==> src/core/tcf_defines.svh <==
/*
  Register indices, field widths, reset values and mailbox bits for the
  transceiver control bank. Assumes one-word register access by index.
*/
`ifndef TCF_DEFINES_SVH
`define TCF_DEFINES_SVH

// ==========================================================
// Register indices
`define TCF_IDX_TX_POWER_DOWN 4'h0
`define TCF_IDX_TX_DRIVER_SWING 4'h1
`define TCF_IDX_TX_OUTPUT_INHIBIT 4'h2
`define TCF_IDX_TX_INVERT 4'h3
`define TCF_IDX_RX_INVERT 4'h4
`define TCF_IDX_RX_EQ_SELECT 4'h5
`define TCF_IDX_RX_EQ_RESET 4'h6
`define TCF_IDX_RX_BAD_HDR_LIMIT 4'h7
`define TCF_IDX_MBOX_ADDR 4'h8
`define TCF_IDX_MBOX_WDATA 4'h9
`define TCF_IDX_MBOX_CTRL 4'ha
`define TCF_IDX_MBOX_RDATA 4'hb

// ==========================================================
// Reset values
`define TCF_RST_TX_POWER_DOWN 2'h0
`define TCF_RST_TX_DRIVER_SWING 5'h08
`define TCF_RST_TX_OUTPUT_INHIBIT 1'h0
`define TCF_RST_TX_INVERT 1'h0
`define TCF_RST_RX_INVERT 1'h0
`define TCF_RST_RX_EQ_SELECT 1'h1
`define TCF_RST_RX_EQ_RESET 1'h0
`define TCF_RST_RX_BAD_HDR_LIMIT 4'h8

// ==========================================================
// Power-down codes and header limit range
`define TCF_PD_NORMAL 2'h0
`define TCF_PD_LOWEST 2'h3
`define TCF_HDR_LIMIT_MIN 4'h1
`define TCF_HDR_LIMIT_MAX 4'h8

// ==========================================================
// Mailbox control bits
`define TCF_MB_GO_BIT 0
`define TCF_MB_WRITE_BIT 1
`define TCF_MB_COMMON_BIT 2

`endif

==> src/core/tcf_pkg.sv <==
/*
  Types for the transceiver control bank.
  Assumes tcf_defines.svh is not needed here; widths are fixed below.
*/
package tcf_pkg;

  // ========================================================
  // Mailbox sequencer
  typedef enum logic [1:0] {
    TCF_MB_IDLE = 2'b00,
    TCF_MB_WAIT = 2'b01
  } tcf_mb_e;

  // ========================================================
  // Config port request
  typedef struct packed {
    logic ch_en;
    logic cmn_en;
    logic we;
    logic [8:0] addr;
    logic [15:0] wdata;
  } tcf_cfg_req_s;

  // ========================================================
  // Whole block state
  typedef struct packed {
    logic [1:0] tx_power_down;
    logic [4:0] tx_driver_swing;
    logic tx_output_inhibit;
    logic tx_invert;
    logic rx_invert;
    logic rx_equalizer_select;
    logic rx_equalizer_reset;
    logic [3:0] rx_bad_header_limit;
    logic [3:0] bad_count;
    logic block_lock;
    logic serial_out_pos;
    logic serial_out_neg;
    logic rx_bit;
    logic [8:0] mb_addr;
    logic [15:0] mb_wdata;
    logic [15:0] mb_rdata;
    logic mb_write;
    logic mb_common;
    tcf_mb_e mb_state;
    tcf_cfg_req_s cfg;
    logic [31:0] rdata;
  } tcf_state_s;

endpackage : tcf_pkg

==> src/core/tcf_bank.sv <==
/*
  Transceiver control field bank with config port mailbox, serial
  polarity and inhibit stage, and invalid sync header monitor.
  Assumes a simple indexed register port and a config port that
  answers with a one-cycle ready pulse.
*/
// Contract
// - Two-bit TX power-down, 00 normal, 11 lowest
// - Driver swing code, default 8, to transmitter
// - Inhibit forces positive low, negative high
// - TX invert swaps serial output sense
// - RX invert flips incoming serial data
// - Equalizer select resets to low-power mode
// - Drop block sync at programmable bad-header limit
// - Mailbox reaches common and channel config ports
`timescale 1ns/1ps
`default_nettype none
`include "tcf_defines.svh"

module tcf_bank (
  // Clock and reset
  input wire logic CLK_I,
  input wire logic SYS_RST_I,
  // Register port
  input wire logic REG_WR_I,
  input wire logic [3:0] REG_IDX_I,
  input wire logic [31:0] REG_WDATA_I,
  output logic [31:0] REG_RDATA_O,
  // Transmitter controls
  output logic [1:0] TX_POWER_DOWN_O,
  output logic [4:0] TX_DRIVER_SWING_O,
  // Serial data
  input wire logic TX_BIT_I,
  output logic SERIAL_OUT_POS_O,
  output logic SERIAL_OUT_NEG_O,
  input wire logic RX_BIT_I,
  output logic RX_BIT_O,
  // Receive equalizer
  output logic RX_EQUALIZER_SELECT_O,
  output logic RX_EQUALIZER_RESET_O,
  // Sync header monitor
  input wire logic RX_HDR_VALID_I,
  input wire logic RX_HDR_BAD_I,
  output logic RX_BLOCK_LOCK_O,
  // Config port
  output logic CFG_CMN_EN_O,
  output logic CFG_CH_EN_O,
  output logic CFG_WE_O,
  output logic [8:0] CFG_ADDR_O,
  output logic [15:0] CFG_WDATA_O,
  input wire logic [15:0] CFG_RDATA_I,
  input wire logic CFG_RDY_I
);

  // ========================================================
  // Helpers
  function automatic logic [3:0] clamp_limit(input logic [3:0] v);
    if (v < `TCF_HDR_LIMIT_MIN) begin
      clamp_limit = `TCF_HDR_LIMIT_MIN;
    end else if (v > `TCF_HDR_LIMIT_MAX) begin
      clamp_limit = `TCF_HDR_LIMIT_MAX;
    end else begin
      clamp_limit = v;
    end
  endfunction : clamp_limit

  function automatic logic wr_hit(input logic wr, input logic [3:0] idx, input logic [3:0] tgt);
    wr_hit = wr && (idx == tgt);
  endfunction : wr_hit

  tcf_pkg::tcf_state_s st;
  tcf_pkg::tcf_state_s next_st;
  logic [3:0] lim;
  logic mb_busy;

  // ========================================================
  // Next state
  always_comb begin
    next_st = st;
    lim = clamp_limit(st.rx_bad_header_limit);
    mb_busy = (st.mb_state != tcf_pkg::TCF_MB_IDLE);
    // Fields hold until rewritten
    if (wr_hit(REG_WR_I, REG_IDX_I, `TCF_IDX_TX_POWER_DOWN)) begin
      next_st.tx_power_down = REG_WDATA_I[1:0];
    end
    if (wr_hit(REG_WR_I, REG_IDX_I, `TCF_IDX_TX_DRIVER_SWING)) begin
      next_st.tx_driver_swing = REG_WDATA_I[4:0];
    end
    if (wr_hit(REG_WR_I, REG_IDX_I, `TCF_IDX_TX_OUTPUT_INHIBIT)) begin
      next_st.tx_output_inhibit = REG_WDATA_I[0];
    end
    if (wr_hit(REG_WR_I, REG_IDX_I, `TCF_IDX_TX_INVERT)) begin
      next_st.tx_invert = REG_WDATA_I[0];
    end
    if (wr_hit(REG_WR_I, REG_IDX_I, `TCF_IDX_RX_INVERT)) begin
      next_st.rx_invert = REG_WDATA_I[0];
    end
    if (wr_hit(REG_WR_I, REG_IDX_I, `TCF_IDX_RX_EQ_SELECT)) begin
      next_st.rx_equalizer_select = REG_WDATA_I[0];
    end
    if (wr_hit(REG_WR_I, REG_IDX_I, `TCF_IDX_RX_EQ_RESET)) begin
      next_st.rx_equalizer_reset = REG_WDATA_I[0];
    end
    if (wr_hit(REG_WR_I, REG_IDX_I, `TCF_IDX_RX_BAD_HDR_LIMIT)) begin
      next_st.rx_bad_header_limit = REG_WDATA_I[3:0];
    end
    if (wr_hit(REG_WR_I, REG_IDX_I, `TCF_IDX_MBOX_ADDR) && !mb_busy) begin
      next_st.mb_addr = REG_WDATA_I[8:0];
    end
    if (wr_hit(REG_WR_I, REG_IDX_I, `TCF_IDX_MBOX_WDATA) && !mb_busy) begin
      next_st.mb_wdata = REG_WDATA_I[15:0];
    end
    // Serial output stage
    if (st.tx_output_inhibit) begin
      next_st.serial_out_pos = 1'b0;
      next_st.serial_out_neg = 1'b1;
    end else begin
      next_st.serial_out_pos = TX_BIT_I ^ st.tx_invert;
      next_st.serial_out_neg = ~(TX_BIT_I ^ st.tx_invert);
    end
    next_st.rx_bit = RX_BIT_I ^ st.rx_invert;
    // Invalid sync header monitor
    if (RX_HDR_VALID_I) begin
      if (RX_HDR_BAD_I) begin
        if (st.bad_count + 4'h1 >= lim) begin
          next_st.block_lock = 1'b0;
          next_st.bad_count = 4'h0;
        end else begin
          next_st.bad_count = st.bad_count + 4'h1;
        end
      end else begin
        next_st.bad_count = 4'h0;
        next_st.block_lock = 1'b1;
      end
    end
    // Config port mailbox
    next_st.cfg.cmn_en = 1'b0;
    next_st.cfg.ch_en = 1'b0;
    case (st.mb_state)
      tcf_pkg::TCF_MB_IDLE: begin
        if (wr_hit(REG_WR_I, REG_IDX_I, `TCF_IDX_MBOX_CTRL) && REG_WDATA_I[`TCF_MB_GO_BIT]) begin
          next_st.mb_write = REG_WDATA_I[`TCF_MB_WRITE_BIT];
          next_st.mb_common = REG_WDATA_I[`TCF_MB_COMMON_BIT];
          next_st.cfg.cmn_en = REG_WDATA_I[`TCF_MB_COMMON_BIT];
          next_st.cfg.ch_en = ~REG_WDATA_I[`TCF_MB_COMMON_BIT];
          next_st.cfg.we = REG_WDATA_I[`TCF_MB_WRITE_BIT];
          next_st.cfg.addr = st.mb_addr;
          next_st.cfg.wdata = st.mb_wdata;
          next_st.mb_state = tcf_pkg::TCF_MB_WAIT;
        end
      end
      tcf_pkg::TCF_MB_WAIT: begin
        if (CFG_RDY_I) begin
          if (!st.mb_write) begin
            next_st.mb_rdata = CFG_RDATA_I;
          end
          next_st.cfg.we = 1'b0;
          next_st.mb_state = tcf_pkg::TCF_MB_IDLE;
        end
      end
      default: begin
        next_st.mb_state = tcf_pkg::TCF_MB_IDLE;
      end
    endcase
    // Read mux
    case (REG_IDX_I)
      `TCF_IDX_TX_POWER_DOWN: next_st.rdata = {30'h0, st.tx_power_down};
      `TCF_IDX_TX_DRIVER_SWING: next_st.rdata = {27'h0, st.tx_driver_swing};
      `TCF_IDX_TX_OUTPUT_INHIBIT: next_st.rdata = {31'h0, st.tx_output_inhibit};
      `TCF_IDX_TX_INVERT: next_st.rdata = {31'h0, st.tx_invert};
      `TCF_IDX_RX_INVERT: next_st.rdata = {31'h0, st.rx_invert};
      `TCF_IDX_RX_EQ_SELECT: next_st.rdata = {31'h0, st.rx_equalizer_select};
      `TCF_IDX_RX_EQ_RESET: next_st.rdata = {31'h0, st.rx_equalizer_reset};
      `TCF_IDX_RX_BAD_HDR_LIMIT: next_st.rdata = {28'h0, st.rx_bad_header_limit};
      `TCF_IDX_MBOX_ADDR: next_st.rdata = {23'h0, st.mb_addr};
      `TCF_IDX_MBOX_WDATA: next_st.rdata = {16'h0, st.mb_wdata};
      `TCF_IDX_MBOX_CTRL: next_st.rdata = {27'h0, st.block_lock, mb_busy, st.mb_common,
                                           st.mb_write, 1'b0};
      `TCF_IDX_MBOX_RDATA: next_st.rdata = {16'h0, st.mb_rdata};
      default: next_st.rdata = 32'h0;
    endcase
  end

  // ========================================================
  // State register
  always_ff @(posedge CLK_I or posedge SYS_RST_I) begin
    if (SYS_RST_I) begin
      st <= '0;
      st.tx_power_down <= `TCF_RST_TX_POWER_DOWN;
      st.tx_driver_swing <= `TCF_RST_TX_DRIVER_SWING;
      st.tx_output_inhibit <= `TCF_RST_TX_OUTPUT_INHIBIT;
      st.tx_invert <= `TCF_RST_TX_INVERT;
      st.rx_invert <= `TCF_RST_RX_INVERT;
      st.rx_equalizer_select <= `TCF_RST_RX_EQ_SELECT;
      st.rx_equalizer_reset <= `TCF_RST_RX_EQ_RESET;
      st.rx_bad_header_limit <= `TCF_RST_RX_BAD_HDR_LIMIT;
      st.serial_out_neg <= 1'b1;
      st.mb_state <= tcf_pkg::TCF_MB_IDLE;
    end else begin
      st <= next_st;
    end
  end

  // ========================================================
  // Outputs
  assign REG_RDATA_O = st.rdata;
  assign TX_POWER_DOWN_O = st.tx_power_down;
  assign TX_DRIVER_SWING_O = st.tx_driver_swing;
  assign SERIAL_OUT_POS_O = st.serial_out_pos;
  assign SERIAL_OUT_NEG_O = st.serial_out_neg;
  assign RX_BIT_O = st.rx_bit;
  assign RX_EQUALIZER_SELECT_O = st.rx_equalizer_select;
  assign RX_EQUALIZER_RESET_O = st.rx_equalizer_reset;
  assign RX_BLOCK_LOCK_O = st.block_lock;
  assign CFG_CMN_EN_O = st.cfg.cmn_en;
  assign CFG_CH_EN_O = st.cfg.ch_en;
  assign CFG_WE_O = st.cfg.we;
  assign CFG_ADDR_O = st.cfg.addr;
  assign CFG_WDATA_O = st.cfg.wdata;
endmodule : tcf_bank
`default_nettype wire

==> config.mk <==
export PLATFORM = sky130hd
export DESIGN_NAME = tcf_bank
export DESIGN_NICKNAME = d
export VERILOG_FILES = /design/src/core/tcf_pkg.sv /design/src/core/tcf_bank.sv
export VERILOG_INCLUDE_DIRS = /design/src /design/src/core
export SDC_FILE = /design/constraint.sdc
export NUM_CORES = 1
export LEC_CHECK = 0
export BUFFER_PORTS_ARGS = -buffer_cell sky130_fd_sc_hd__buf_2
export CORE_UTILIZATION = 53
export DETAILED_ROUTE_END_ITERATION = 16
export PLACE_DENSITY = 0.84
export SYNTH_ARGS = -nofsm -noshare
export SYNTH_HDL_FRONTEND = slang
export SYNTH_SLANG_ARGS = --single-unit
==> constraint.sdc <==
create_clock -name CLK_I -period 4 [get_ports CLK_I]
set_input_delay 0.4 -clock CLK_I [delete_from_list [all_inputs] [get_ports CLK_I]]
set_output_delay 0.4 -clock CLK_I [all_outputs]
set_load 0.01 [all_outputs]
==> impl_metrics.py <==
metrics = {
    "synth": {
        "synthArstFlopShare_pct": 100,
        "synth_edf_count": 0,
        "syn_area_um2": 5290,
        "ys_types": 48,
        "ys.flop_type": "dfrtp_1",
        "netlist_instances": 431,
        "avgSynthCellArea_um2": 12.3,
        "ys_ff_latch": 112,
        "synth-seq-area-share_pct": 53.1,
        "yosys_warnings": 0,
    },
    "power_and_ir_drop": {
        "powerDensity_nw_per_um2": 505,
        "report.power.total_uw": 2870,
        "p_leak_uw": 0.00290,
        "vdd_drop_max_v": 0.000262,
    },
    "drt": {
        "drt_wl_total_um": 10100,
        "wl_per_cell_um": 16.4,
        "drtIter0Drc": 142,
        "firstDrtPassIters": 4,
        "drc": 0,
        "ant_nets": 0,
        "via_count": 3222,
        "routed_via_density": 5.21,
    },
    "place": {
        "dp_hpwl_um": 7220,
        "io_buffers": 100,
        "gp_congestion": 0.824,
        "dp_worst_setup_slack_ns": 1.47,
    },
    "global_route": {
        "grt_usage_pct": 20.4,
        "grt_max_degree": 45,
        "grt_pass1_vias": 3135,
        "antenna_found_initial": 0,
        "overflow": 0,
        "grt_pass1_wl_um": 15900,
    },
    "setup_path": {
        "slowest_delay_ns": 0.80,
        "critPathBufInv": 1,
        "worstPathMaxFanout": 23,
        "crit_required_ns": 4.24,
        "crit_slowest_cell": "and3_1",
        "criticalPathCategory": "input pin to register",
        "end_kind": "register",
        "path_delay_family": "simple AND/OR/NAND/NOR gates",
        "crit_chain": "buf_2 > nor3b_2 > and3_1 > mux2_2",
        "cp.arrival_ns": 2.38,
        "worstSetupStartpointType": "input pin",
    },
    "die": {
        "initial_core_util_pct": 54.3,
        "core_um2": 9730,
        "dieArea_um2": 10400,
        "dieWidth_um": 102,
        "num_rows": 36,
        "die_h_um": 102,
        "ios": 133,
    },
    "sta": {
        "clock_skew_ns": 0.0109,
        "rsz0062_at_grt": "false",
        "final-setup-viol-count": 0,
        "fmax_mhz": 469,
        "max-slew-margin-rel_pct": 39.6,
        "min_period_ns": 2.13,
        "hold_viol_final": 0,
        "drv_slew": 0,
        "fin_crit_sh_pct": 53.3,
        "tightest_slew_ns": 0.907,
        "timing.setup.tns_ns": 0,
        "worst_slack_ns": 1.87,
    },
    "finish": {
        "most-common-layout-cells": "108 x dfrtp_1, 100 x buf_2, 84 x mux2_2",
        "synthToLayoutAreaGrowth_pct": 7.74,
        "layout_commonest_cell": "dfrtp_1",
        "drive_above_1_share_pct": 44.5,
        "final_nets": 545,
        "finalCoreUtilization_pct": 58.5,
        "diodes": 0,
    },
    "hold_path": {
        "hold_path_class": "input pin to async pin",
    },
    "clocking": {
        "cts_max_level": 3,
        "clk_latency_ns": 0.36,
        "cts_tree": "built",
        "cts-resized-gates": 0,
        "cts_buffers": 9,
        "ctsLongestPathBuffers": 2,
        "ctsHoldBuffers": 0,
        "post-cts-setup-buffers": 0,
        "cts_root_buf": "clkbuf_8",
        "cts.sinks": 112,
        "cts.reportedPaths.clkPinSlew_ns": 0.10,
    },
    "status": {
        "status": "completed",
    },
    "flow_run": {
        "max-cap-violations": 0,
    },
}
layer usage:
metal  wire, um  GRT usage, %  vias up
li1           -             -     1498
met1       4270          26.8     1612
met2       5240          34.7      100
met3        441          3.28       12
met4        174          6.70        0
met5          0             0        -
worst paths after layout:
kind,from,to,slack [ns],cells past startpoint
worst max-delay path,REG_IDX_I[0],st[90],1.87,4
worst max register to register,st[109],st[111],1.93,7
worst min-delay path,SYS_RST_I,REG_RDATA_O[12],0.09,2
min in group CLK_I,RX_BIT_I,RX_BIT_O,0.22,2
max in group asynchronous,SYS_RST_I,st[116],3.04,3
worst min register to register,st[121],SERIAL_OUT_POS_O,0.47,1
cells in the mapped netlist (2+ instances only):
cell	n	share of area (%)
xor2_1	3	0.50
dfrtp_1	108	51
buf_6	2	0.43
a221o_1	3	0.57
ha_1	5	1.2
nand2_1	22	1.6
nor2_1	25	1.8
a21o_1	2	0.28
inv_1	10	0.71
dfstp_2	4	2.0
o22ai_1	2	0.24
nor2b_1	8	0.95
a22oi_1	3	0.43
clkbuf_1	3	0.21
buf_2	11	1.0
o211ai_1	3	0.43
nand3b_1	3	0.43
a32oi_1	2	0.33
and3_1	2	0.24
mux2i_1	14	2.7
o21ai_0	9	0.85
buf_4	65	9.2
nand3_1	8	0.76
a21oi_1	7	0.66
mux2_2	84	18
cells by family after synthesis:
group | synth area share [%]
AO/OA/AOI/OAI | 4.92
XOR/XNOR | 0.663
adder cells (fa/ha/maj) | 1.18
buffers and inverters | 11.6
flip-flops | 53.1
multiplexers | 20.5
other | 0.0709
AND/OR/NAND/NOR | 7.88
where the power goes:
group	switching, uW	total (uW)	internal, uW
logic	292	608	317
clock network	365	752	387
registers	149	1510	1370
area by class of cell:
cell class | count | area, um^2
Sequential cell | 112 | 2810
Timing Repair Buffer | 104 | 531
Clock inverter | 5 | 78.8
Fill cell | 826 | 4030
Tap cell | 133 | 166
Multi-Input combinational cell | 243 | 1920
Inverter | 10 | 40.0
Clock buffer | 11 | 151
stage by stage:
step | hold slack (ns) | std cells | cell area (um^2)
finish | 0.0856 | 618 | 5700
global route | 0.121 | 618 | 5700
CTS | 0.0942 | 618 | 5700
detailed placement | 0.474 | 602 | 5470
global placement | 0.461 | 602 | 5470
floorplan | 0.432 | 446 | 5340
flip-flops by register name (all words and copies together), names as in the netlist:
signal	flops
CFG_WDATA_O	16
CFG_CH_EN_O	1
CFG_CMN_EN_O	1
CFG_WE_O	1
TX_POWER_DOWN_O	2
RX_BLOCK_LOCK_O	1
SERIAL_OUT_POS_O	1
st	55
SERIAL_OUT_NEG_O	1
TX_DRIVER_SWING_O	5
CFG_ADDR_O	9
RX_EQUALIZER_SELECT_O	1
RX_EQUALIZER_RESET_O	1
RX_BIT_O	1
REG_RDATA_O	16
Power figures use the tool's default switching activity.
